File: src/oau_pkg.sv
// Constants, types and register map for the operand address unit.
// Assumes a 100 MHz pclk and one APB slave port; storage is outside.
package oau_pkg;

  // ----------------------------------------------------------------
  // Widths and timing
  // ----------------------------------------------------------------
  localparam int WORD_W = 27;
  localparam int ADDR_W = 15;
  localparam int M_W = 10;
  localparam int NIB_W = 4;
  localparam int NIB_PER_WORD = 7;
  localparam int NUM_CHAN = 13;
  localparam int NUM_INDEX = 16;
  localparam int CLK_PERIOD_NS = 10;
  localparam int MEM_CYCLE_NS = 4000;
  localparam int MEM_CYCLE_CLKS = MEM_CYCLE_NS / CLK_PERIOD_NS;

  // ----------------------------------------------------------------
  // Field positions (bit n of the word is index n-1)
  // ----------------------------------------------------------------
  localparam int BIT_OPT = 24;
  localparam int IDX_LO = 20;
  localparam int OP_LO = 14;
  localparam int VAR_LO = 10;
  localparam int CW_FIELD_SELECT_WORD_BIT = 24;
  localparam int CW_SIZE_LO = 15;
  localparam int CW_IDX_LO = 20;

  // ----------------------------------------------------------------
  // Register offsets and reset values
  // ----------------------------------------------------------------
  localparam logic [11:0] OFF_CTRL = 12'h000;
  localparam logic [11:0] OFF_STATUS = 12'h004;
  localparam logic [11:0] OFF_ILC = 12'h008;
  localparam logic [11:0] OFF_SSR = 12'h00C;
  localparam logic [11:0] OFF_PTR = 12'h010;
  localparam logic [11:0] OFF_CHR = 12'h014;
  localparam logic [11:0] OFF_DECODE = 12'h018;
  localparam logic [11:0] OFF_INDEX_BASE = 12'h040;
  localparam logic [11:0] OFF_CHAN_BASE = 12'h080;
  localparam logic [14:0] ILC_RESET = 15'h0000;
  localparam int CTRL_RUN_BIT = 0;

  // ----------------------------------------------------------------
  // Types
  // ----------------------------------------------------------------
  typedef enum logic [2:0] {ST_IDLE, ST_FETCH, ST_CTRLW, ST_EXEC} oau_state_t;
  typedef enum logic [1:0] {ACC_NONE, ACC_CPU, ACC_CH_RD, ACC_CH_WR} oau_acc_t;
  typedef enum logic [2:0] {SRC_NONE, SRC_ILC, SRC_INDEX, SRC_CW, SRC_PTR,
                            SRC_CHAN} oau_src_t;
  typedef enum logic [1:0] {VK_ARITH, VK_INDEX, VK_INDICATOR, VK_CHANNEL} oau_var_kind_t;

  typedef struct packed {
    logic opt;
    logic [3:0] idx_sel;
    logic [5:0] opcode;
    logic [3:0] var_field;
    logic [9:0] m_field;
  } oau_decode_t;

  typedef struct packed {
    logic [3:0] arith_register_select;
    logic [3:0] index_num;
    logic [3:0] indicator;
    logic [3:0] channel;
  } oau_var_route_t;

  typedef struct packed {
    logic rd;
    logic wr;
    logic [14:0] addr;
    logic [26:0] wdata;
  } oau_mem_req_t;

endpackage

File: src/oau_top.sv
// Operand address unit: instruction field decode, shared address adder,
// storage select, pointers, channel counters, holding and write registers.
// Assumes storage answers mem_rdata by the last clock of a memory cycle.
//
// The register addresses and the APB slave port were decided locally.
`timescale 1ns/1ps

module oau_top #(
  parameter int MEM_CYCLE_CLKS = oau_pkg::MEM_CYCLE_CLKS,
  parameter int NUM_CHAN = oau_pkg::NUM_CHAN
) (
  // Clock and reset
  input wire logic pclk,
  input wire logic presetn,
  // APB slave
  input wire logic psel,
  input wire logic penable,
  input wire logic pwrite,
  input wire logic [11:0] paddr,
  input wire logic [31:0] pwdata,
  output logic [31:0] prdata,
  output logic pready,
  output logic pslverr,
  // Core storage
  output oau_pkg::oau_mem_req_t mem_req,
  input wire logic [26:0] mem_rdata,
  // Execution control
  input wire logic exec_last,
  input wire logic exec_inc2,
  input wire logic exec_muldiv,
  input wire oau_pkg::oau_var_kind_t var_kind,
  output oau_pkg::oau_decode_t instr_dec,
  output oau_pkg::oau_var_route_t var_route,
  output logic field_select_word,
  output logic [4:0] field_size,
  output logic mem_cycle_end,
  // Channels
  input wire logic chan_grant,
  input wire logic [3:0] chan_sel,
  input wire logic chan_dir_wr,
  output logic [26:0] io_rdata,
  output logic io_rvalid,
  input wire logic wr_nib_valid,
  input wire logic [3:0] wr_nib,
  output logic wr_ready
);

  // ----------------------------------------------------------------
  // State
  // ----------------------------------------------------------------
  logic [$clog2(MEM_CYCLE_CLKS)-1:0] cyc_q;
  logic tick;
  oau_pkg::oau_state_t state_q;
  oau_pkg::oau_state_t state_d;
  oau_pkg::oau_acc_t acc_q;
  oau_pkg::oau_src_t src;
  logic run_q;
  logic [14:0] ilc_q;
  logic [14:0] ssr_q;
  logic [14:0] ptr_q;
  logic [14:0] xreg_q [oau_pkg::NUM_INDEX];
  logic [14:0] chan_cnt_q [NUM_CHAN];
  logic [26:0] chr_q;
  logic [26:0] wreg_q;
  logic [2:0] wcnt_q;
  logic wfull_q;
  logic [14:0] add_a;
  logic [14:0] add_b;
  logic add_sub;
  logic [14:0] sum;
  logic chan_win;
  logic cpu_turn;
  logic [26:0] cur_word;
  logic [3:0] cw_idx;
  logic wr_take;
  logic wr_issue;
  logic sw_wr;
  logic [31:0] rd_mux;
  logic rd_err;

  // Index register 0 is hardwired to zero so selector 0000 adds nothing
  function automatic logic [14:0] xval(input logic [3:0] sel);
    xval = (sel == 4'h0) ? 15'h0000 : xreg_q[sel];
  endfunction

  // ----------------------------------------------------------------
  // Memory cycle timing
  // ----------------------------------------------------------------
  // Free-running divider; all sequencing happens on the last clock
  always_ff @(posedge pclk or negedge presetn)
  begin
    if (!presetn)
      cyc_q <= '0;
    else if (tick)
      cyc_q <= '0;
    else
      cyc_q <= cyc_q + 1'b1;
  end

  assign tick = (cyc_q == ($clog2(MEM_CYCLE_CLKS))'(MEM_CYCLE_CLKS - 1));
  assign mem_cycle_end = tick;

  // ----------------------------------------------------------------
  // Adder source selection and sequencing
  // ----------------------------------------------------------------
  // Channels outrank the processor; the processor waits a cycle
  assign chan_win = tick && chan_grant && (chan_sel < 4'(NUM_CHAN));
  assign cpu_turn = tick && !chan_win && run_q;
  // Word read in this cycle if the processor owned it, else the held copy
  assign cur_word = (acc_q == oau_pkg::ACC_CPU) ? mem_rdata : chr_q;
  assign cw_idx = cur_word[oau_pkg::CW_IDX_LO +: 4];

  // One source feeds the adder per memory cycle
  always_comb
  begin
    src = oau_pkg::SRC_NONE;
    add_a = 15'h0000;
    add_b = 15'h0000;
    add_sub = 1'b0;
    state_d = state_q;
    if (chan_win)
    begin
      src = oau_pkg::SRC_CHAN;
      add_a = chan_cnt_q[chan_sel];
      add_b = 15'h0001;
    end
    else if (cpu_turn)
    begin
      case (state_q)
        oau_pkg::ST_IDLE:
        begin
          src = oau_pkg::SRC_ILC;
          add_a = ilc_q;
          state_d = oau_pkg::ST_FETCH;
        end
        oau_pkg::ST_FETCH:
        begin
          if (cur_word[oau_pkg::BIT_OPT])
          begin
            // Address field goes out unindexed to reach the control word
            src = oau_pkg::SRC_CW;
            add_a = {5'h00, cur_word[9:0]};
            state_d = oau_pkg::ST_CTRLW;
          end
          else
          begin
            src = oau_pkg::SRC_INDEX;
            add_a = {5'h00, cur_word[9:0]};
            add_b = xval(cur_word[oau_pkg::IDX_LO +: 4]);
            state_d = oau_pkg::ST_EXEC;
          end
        end
        oau_pkg::ST_CTRLW:
        begin
          // Both options take the operand address from the control word
          src = oau_pkg::SRC_INDEX;
          add_a = cur_word[14:0];
          add_b = xval(cw_idx);
          state_d = oau_pkg::ST_EXEC;
        end
        default:
        begin
          if (exec_last)
          begin
            src = oau_pkg::SRC_ILC;
            add_a = ilc_q;
            add_b = exec_inc2 ? 15'h0002 : 15'h0001;
            state_d = oau_pkg::ST_FETCH;
          end
          else
          begin
            src = oau_pkg::SRC_PTR;
            add_a = ptr_q;
            add_b = 15'h0001;
            add_sub = 1'b1;
          end
        end
      endcase
    end
    else if (tick && !run_q)
      state_d = oau_pkg::ST_IDLE;
  end

  // The shared adder wraps at 15 bits like the address space
  assign sum = add_sub ? (add_a - add_b) : (add_a + add_b);

  always_ff @(posedge pclk or negedge presetn)
  begin
    if (!presetn)
      state_q <= oau_pkg::ST_IDLE;
    else
      state_q <= state_d;
  end

  // ----------------------------------------------------------------
  // Address registers
  // ----------------------------------------------------------------
  // Storage select captures every adder result
  always_ff @(posedge pclk or negedge presetn)
  begin
    if (!presetn)
      ssr_q <= 15'h0000;
    else if (src != oau_pkg::SRC_NONE)
      ssr_q <= sum;
  end

  // Instruction location counter; software may load it while stopped
  always_ff @(posedge pclk or negedge presetn)
  begin
    if (!presetn)
      ilc_q <= oau_pkg::ILC_RESET;
    else if (src == oau_pkg::SRC_ILC)
      ilc_q <= sum;
    else if (sw_wr && paddr == oau_pkg::OFF_ILC && !run_q)
      ilc_q <= pwdata[14:0];
  end

  // Operand pointer takes indexed sums and its own decrement
  always_ff @(posedge pclk or negedge presetn)
  begin
    if (!presetn)
      ptr_q <= 15'h0000;
    else if (src == oau_pkg::SRC_INDEX || src == oau_pkg::SRC_PTR)
      ptr_q <= sum;
  end

  // Index registers are only written by software, never by indexing
  always_ff @(posedge pclk or negedge presetn)
  begin
    if (!presetn)
    begin
      for (int i = 0; i < oau_pkg::NUM_INDEX; i++)
        xreg_q[i] <= 15'h0000;
    end
    else if (sw_wr && paddr[11:6] == oau_pkg::OFF_INDEX_BASE[11:6] && paddr[5:2] != 4'h0)
      xreg_q[paddr[5:2]] <= pwdata[14:0];
  end

  // Channel transfer counters; hardware update wins over software
  always_ff @(posedge pclk or negedge presetn)
  begin
    if (!presetn)
    begin
      for (int i = 0; i < NUM_CHAN; i++)
        chan_cnt_q[i] <= 15'h0000;
    end
    else if (src == oau_pkg::SRC_CHAN)
      chan_cnt_q[chan_sel] <= sum;
    else if (sw_wr && paddr[11:6] == oau_pkg::OFF_CHAN_BASE[11:6]
             && paddr[5:2] < 4'(NUM_CHAN))
      chan_cnt_q[paddr[5:2]] <= pwdata[14:0];
  end

  // ----------------------------------------------------------------
  // Storage access
  // ----------------------------------------------------------------
  // Owner of the access made in the coming memory cycle
  always_ff @(posedge pclk or negedge presetn)
  begin
    if (!presetn)
      acc_q <= oau_pkg::ACC_NONE;
    else if (tick)
    begin
      if (chan_win)
        acc_q <= chan_dir_wr ? oau_pkg::ACC_CH_WR : oau_pkg::ACC_CH_RD;
      else if (src != oau_pkg::SRC_NONE)
        acc_q <= oau_pkg::ACC_CPU;
      else
        acc_q <= oau_pkg::ACC_NONE;
    end
  end

  // Strobes fire on the first clock of the cycle the address serves
  assign mem_req.rd = (cyc_q == '0)
                      && (acc_q == oau_pkg::ACC_CPU || acc_q == oau_pkg::ACC_CH_RD);
  assign wr_issue = (cyc_q == '0) && (acc_q == oau_pkg::ACC_CH_WR);
  assign mem_req.wr = wr_issue;
  assign mem_req.addr = ssr_q;
  assign mem_req.wdata = wreg_q;

  // Central holding register; a multiply or divide keeps its operand
  always_ff @(posedge pclk or negedge presetn)
  begin
    if (!presetn)
      chr_q <= 27'h0000000;
    else if (tick && acc_q == oau_pkg::ACC_CPU
             && !(state_q == oau_pkg::ST_EXEC && exec_muldiv))
      chr_q <= mem_rdata;
  end

  // Channel read data goes straight out, bypassing the holding register
  always_ff @(posedge pclk or negedge presetn)
  begin
    if (!presetn)
    begin
      io_rdata <= 27'h0000000;
      io_rvalid <= 1'b0;
    end
    else
    begin
      io_rvalid <= tick && acc_q == oau_pkg::ACC_CH_RD;
      if (tick && acc_q == oau_pkg::ACC_CH_RD)
        io_rdata <= mem_rdata;
    end
  end

  // ----------------------------------------------------------------
  // Instruction decode
  // ----------------------------------------------------------------
  // Fields latched as the instruction arrives, for the execution tables
  always_ff @(posedge pclk or negedge presetn)
  begin
    if (!presetn)
    begin
      instr_dec <= '0;
      var_route <= '0;
    end
    else if (cpu_turn && state_q == oau_pkg::ST_FETCH)
    begin
      instr_dec.opt <= cur_word[oau_pkg::BIT_OPT];
      instr_dec.idx_sel <= cur_word[oau_pkg::IDX_LO +: 4];
      instr_dec.opcode <= cur_word[oau_pkg::OP_LO +: 6];
      instr_dec.var_field <= cur_word[oau_pkg::VAR_LO +: 4];
      instr_dec.m_field <= cur_word[9:0];
      var_route <= '0;
      case (var_kind)
        oau_pkg::VK_ARITH: var_route.arith_register_select <= cur_word[oau_pkg::VAR_LO +: 4];
        oau_pkg::VK_INDEX: var_route.index_num <= cur_word[oau_pkg::VAR_LO +: 4];
        oau_pkg::VK_INDICATOR: var_route.indicator <= cur_word[oau_pkg::VAR_LO +: 4];
        default: var_route.channel <= cur_word[oau_pkg::VAR_LO +: 4];
      endcase
    end
  end

  // Control word format decides indirect versus field select
  always_ff @(posedge pclk or negedge presetn)
  begin
    if (!presetn)
    begin
      field_select_word <= 1'b0;
      field_size <= 5'h00;
    end
    else if (cpu_turn && state_q == oau_pkg::ST_FETCH)
      field_select_word <= 1'b0;
    else if (cpu_turn && state_q == oau_pkg::ST_CTRLW)
    begin
      field_select_word <= cur_word[oau_pkg::CW_FIELD_SELECT_WORD_BIT];
      field_size <= cur_word[oau_pkg::CW_SIZE_LO +: 5];
    end
  end

  // ----------------------------------------------------------------
  // Write register
  // ----------------------------------------------------------------
  // Nibbles shift in at the bottom; a full word stalls the source
  assign wr_take = wr_nib_valid && !wfull_q;
  assign wr_ready = !wfull_q;

  always_ff @(posedge pclk or negedge presetn)
  begin
    if (!presetn)
    begin
      wreg_q <= 27'h0000000;
      wcnt_q <= 3'h0;
      wfull_q <= 1'b0;
    end
    else if (wr_take)
    begin
      wreg_q <= {wreg_q[22:0], wr_nib};
      wcnt_q <= (wcnt_q == 3'(oau_pkg::NIB_PER_WORD - 1)) ? 3'h0 : wcnt_q + 3'h1;
      wfull_q <= (wcnt_q == 3'(oau_pkg::NIB_PER_WORD - 1));
    end
    else if (wr_issue)
      wfull_q <= 1'b0;
  end

  // ----------------------------------------------------------------
  // APB slave
  // ----------------------------------------------------------------
  assign sw_wr = psel && penable && pwrite;
  assign pready = 1'b1;

  // Run control; stopping leaves the sequence idle at the next cycle end that no channel wins
  always_ff @(posedge pclk or negedge presetn)
  begin
    if (!presetn)
      run_q <= 1'b0;
    else if (sw_wr && paddr == oau_pkg::OFF_CTRL)
      run_q <= pwdata[oau_pkg::CTRL_RUN_BIT];
  end

  // Read decode; unmapped addresses read zero with an error
  always_comb
  begin
    rd_mux = 32'h00000000;
    rd_err = 1'b0;
    if (paddr == oau_pkg::OFF_CTRL)
      rd_mux = {31'h00000000, run_q};
    else if (paddr == oau_pkg::OFF_STATUS)
      rd_mux = {26'h0000000, acc_q, wfull_q, state_q};
    else if (paddr == oau_pkg::OFF_ILC)
      rd_mux = {17'h00000, ilc_q};
    else if (paddr == oau_pkg::OFF_SSR)
      rd_mux = {17'h00000, ssr_q};
    else if (paddr == oau_pkg::OFF_PTR)
      rd_mux = {17'h00000, ptr_q};
    else if (paddr == oau_pkg::OFF_CHR)
      rd_mux = {5'h00, chr_q};
    else if (paddr == oau_pkg::OFF_DECODE)
      rd_mux = {6'h00, field_select_word, field_size, instr_dec.opt, instr_dec.idx_sel,
                instr_dec.opcode, instr_dec.var_field, 5'h00};
    else if (paddr[11:6] == oau_pkg::OFF_INDEX_BASE[11:6] && paddr[1:0] == 2'h0)
      rd_mux = {17'h00000, xval(paddr[5:2])};
    else if (paddr[11:6] == oau_pkg::OFF_CHAN_BASE[11:6] && paddr[1:0] == 2'h0
             && paddr[5:2] < 4'(NUM_CHAN))
      rd_mux = {17'h00000, chan_cnt_q[paddr[5:2]]};
    else
      rd_err = 1'b1;
  end

  // Read data and error are registered in the setup phase
  always_ff @(posedge pclk or negedge presetn)
  begin
    if (!presetn)
    begin
      prdata <= 32'h00000000;
      pslverr <= 1'b0;
    end
    else if (psel && !penable)
    begin
      prdata <= pwrite ? 32'h00000000 : rd_mux;
      pslverr <= rd_err;
    end
  end

endmodule

File: config.mk
export PLATFORM = sky130hd
export DESIGN_NAME = oau_top
export DESIGN_NICKNAME = d
export VERILOG_FILES = /design/src/oau_pkg.sv /design/src/oau_top.sv
export SDC_FILE = /design/constraint.sdc
export NUM_CORES = 2
export LEC_CHECK = 0
export BUFFER_PORTS_ARGS = -buffer_cell sky130_fd_sc_hd__buf_2
export CAP_MARGIN = 20
export CORE_ASPECT_RATIO = 0.5
export CORE_MARGIN = 2
export CORE_UTILIZATION = 45
export CTS_CLUSTER_SIZE = 24
export DETAILED_ROUTE_END_ITERATION = 6
export SLEW_MARGIN = 20
export SYNTH_ARGS = -nofsm -noshare
export SYNTH_HDL_FRONTEND = slang
export SYNTH_SLANG_ARGS = --single-unit
File: constraint.sdc
create_clock -name pclk -period 19.85 [get_ports pclk]
set_input_delay 1.985 -clock pclk [delete_from_list [all_inputs] [get_ports pclk]]
set_output_delay 1.985 -clock pclk [all_outputs]
set_load 0.01 [all_outputs]
==> summary.txt <==
Global routing
  • Antenna violations before repair: 9
  • Grt ovf: 0
  • Tot GR Track Use: about 32%
  • First-pass GRT wire length: 195,800 microns
  • Number of global-route vias before repair: 28,700
  • Largest net degree at the start of global routing: 179

Routing
  • DR WL/cell: roughly 30 microns
  • Detail Route Antenna Nets: 0
  • DRC viols: 0
  • Via count: roughly 30,000
  • Total Wirelength: around 130,000 microns
  • 1st-pass router iterations: 6
  • Initial drt markers: roughly 3,800
  • Via/cell ratio: between 6 and 7

Power
  • Comb pwr share: between 8 and 9%
  • PwrDens: between 70 and 80 nW/um^2
  • Seq pwr share: between 40% and 50%
  • Clk pwr share: between 40% and 50%
  • Net switching power figure: approximately 0.00076 W
  • P_int: between 0.002 and 0.0025 W
  • Net Sw Frac: approximately 25%
  • Leak: around 18 nW
  • Max IR drop VDD: approximately 0.084 mV

STA
  • RSZ-0062 raised after global routing: false
  • # setup viols final: 0
  • Minimum clock period: 8479 ps
  • Final setup skew: 27.28 ps
  • Setup TNS: 0 ps
  • Slew margin rel.: around 15%
  • Final Slew Violations: 0
  • Worst-Margin Slew: ~1300 ps
  • Fmax: about 0.12 GHz
  • Tcrit/Tclk final: about 43%
  • Final Hold Viols: 0

Clocking
  • CTS Hold Buffers Added: 0
  • CTS Sinks: between 600 and 700
  • Worst-Skew Late Latency: 660 ps
  • CTS clk-pin slew, worst paths: 60 ps
  • Post-CTS setup buffers: 0
  • Clk buf depth: 3
  • CTS buffer count: 66
  • # H-tree levels: 3
  • CTS tree: yes
  • Resized cells post-CTS: 0
  • CTS root buffer: clkbuf_16

Hold path
  • Min-Delay Path Class: register to register

Final layout
  • Final std cells w/o fill: between 4,000 and 5,000
  • Fill cells: slightly above 7,000
  • Layout cell share with drive strength beyond 1: between 20% and 30%
  • Area grow syn2layout: 12.07%
  • Final net count: 3,423
  • Finished Cell Area: ~40,000 sq um

Placed design
  • IO buf count: about 220
  • Post-DP HPWL: between 80,000 and 90,000 microns
  • Placed inst area: between 30,000 and 40,000 sq um
  • Placed cells: ~4,300
  • Gp weighted congestion: between 0.9 and 1

Synthesis
  • Top-area cell type share of the netlist area: between 40% and 50%
  • Asr flop ratio synth: 100.0%
  • Area contributors post-synth: dfrtp_1 (45%), mux4_2 (14%), mux2_2 (9.8%), o21ai_0 (2.7%), nand2_1 (2.6%)
  • Number of flops mapped to enable cells by yosys: 0
  • Synth Warn #: 0
  • Seq/Total Area, Yosys: 44.95%
  • Count of cell types in the netlist: 86
  • Cell accounting for the most synthesized area: dfrtp_1
  • Synthesized flop and latch total: around 660
  • Syn_area_per_cell: 11.25 sq um
  • Most used DFF post-synth: dfrtp_1
  • Synthesized area: 36,460 sq um
  • Post-Synthesis Cells: ~3,200

Worst setup path
  • CP max FO: 26
  • Worst EP required: about 20,000 ps
  • Critical path capture point type: register
  • CP arrival: between 8000 and 9000 ps
  • Setup Crit Path Kind: input pin to register
  • CP Launch Type: input pin

Floorplan
  • Die W: slightly above 400 microns
  • Core Rows: 73
  • I/O pins: between 200 and 250
  • Die H: roughly 200 microns
  • Initial core utilization: ~46%
  • Die ar.: approximately 83,000 sq um
  • Core area: ~80,000 sq um

Run status
  • Status: complete, no violations

Job
  • Maxcap violations: 0
[layer usage]
layer  routed length, microns  up-vias  global-route usage (%)
met5                       37        -                       0
met4                     4892        6                   11.76
met3                    17850      310                   11.74
met2                    55620     1897                   44.21
met1                    55550    15236                   45.83
li1                         -    12420                       -
[state kept, by name, summed over array words and instances (netlist names), 2 cells and up]
| name | cells |
|---|---|
| acc_q | 2 |
| chan_cnt_q | 195 |
| chr_q | 27 |
| cyc_q | 9 |
| field_size | 5 |
| ilc_q | 15 |
| instr_dec | 25 |
| io_rdata | 27 |
| prdata | 27 |
| ptr_q | 15 |
| ssr_q | 15 |
| state_q | 2 |
| var_route | 16 |
| wcnt_q | 3 |
| wreg_q | 27 |
| xreg_q | 240 |
[logic make-up (layout without fill, tap and decap cells)]
logic type      count (synthesis)  count (layout)  synth area share, %
mux                           613             613                25.43
fa+ha+maj                      27              27               0.9470
compound gates                876             876                15.67
buf+inv                       347             455                3.881
other cells                     2              10              0.02060
xor+xnor                       26              26               0.6245
flops                         655             655                44.95
simple gates                  694             694                8.472
[synthesized netlist by cell type (all sizes together), types with 16 or more instances]
cell,instances
o22ai,95
mux2i,76
nor3,25
a22o,20
o211ai,17
nand4,23
mux2,318
ha,26
a21o,20
o21ai,206
a211oi,39
xor2,16
a221o,37
dfrtp,655
buf,64
inv,32
a22oi,98
nor2,234
nand2b,23
nand3,56
a31oi,35
a21oi,191
clkbuf,249
nor2b,22
mux4,219
nand2,254
[cell type report]
cell class / instances / area (sq um) / area share [%]
inverters: 34 / 127.6 / 0.3123
well taps: 1087 / 1360 / 3.328
flip-flops and latches: 655 / 16390 / 40.11
clock inverters: 18 / 292.8 / 0.7164
clock buffers: 98 / 1934 / 4.733
repair buffers: 305 / 1822 / 4.458
multi-input cells: 2242 / 18930 / 46.32
diodes: 4 / 10.01 / 0.02449
[power by group through the flow]
stage	logic, W	registers, W	clock network (W)
after global routing	0.000263	0.00141	0.00140
after detailed placement	0.000243	0.00143	0
final	0.000245	0.00141	0.00133
after floorplan	0.000116	0.00144	0
after global placement	0.000240	0.00143	0
after CTS	0.000244	0.00141	0.00135
[worst max-delay path, stage by stage]
cell and delay (ps):
buf_2 680, o211ai_1 450, a2111o_1 810, nor3_2 400
and3_1 210, a21oi_1 140, ha_1 270, a21oi_2 210
a41oi_2 60, nor4b_2 190, buf_4 250, a2111oi_0 410
a21o_1 220, ha_1 210, and3_1 160, nand3_1 100
a31oi_1 340, a31oi_1 160, buf_4 240, o21ai_1 360
nor2_1 80, a2111oi_0 870, a21oi_1 150
[metrics by stage]
step | utilization, % | setup WS, ps | power (W) | hold slack, ps
4_1_cts | 51.03 | 11780 | 0.003000 | 380.8
3_3_place_gp | 48.21 | 11190 | 0.001672 | 362.3
2_1_floorplan | - | 12350 | 0.001556 | 424.6
3_5_place_dp | 48.24 | 11090 | 0.001676 | 367.4
5_1_grt | 51.19 | 11210 | 0.003080 | 392.8
6_report | 51.19 | 11370 | 0.002987 | 387.2
[final timing paths]
check / from / endpoint / slack, ps / cells after the start
max: chan_sel[2] / chan_cnt_q[44] / 11370 / 23
min reg2reg: xreg_q[226] / xreg_q[226] / 390 / 0
min: xreg_q[226] / xreg_q[226] / 390 / 0
max in group asynchronous: presetn / ptr_q[1] / 15440 / 4
min in group asynchronous: presetn / wreg_q[6] / 1380 / 1
max reg2reg: acc_q[1] / chan_cnt_q[44] / 11690 / 22
[cell usage in the layout, fill, tap and decap left out, drive strengths merged, types with 9 or more instances in the layout]
cell     Yosys  final
dfrtp      655    655
mux2       318    318
buf         64    304
nand2      254    254
nor2       234    234
mux4       219    219
o21ai      206    206
a21oi      191    191
clkbuf     249     99
a22oi       98     98
o22ai       95     95
mux2i       76     76
nand3       56     56
a211oi      39     39
a221o       37     37
a31oi       35     35
inv         32     35
ha          26     26
nor3        25     25
nand4       23     23
nand2b      23     23
nor2b       22     22
a22o        20     20
a21o        20     20
o211ai      17     17
xor2        16     16
o31ai       14     14
nor4        14     14
a2111oi     12     12
and2        11     11
xnor2       10     10
a32oi        9      9
a222oi       9      9
Note: power is estimated with default switching activity, not from simulation.
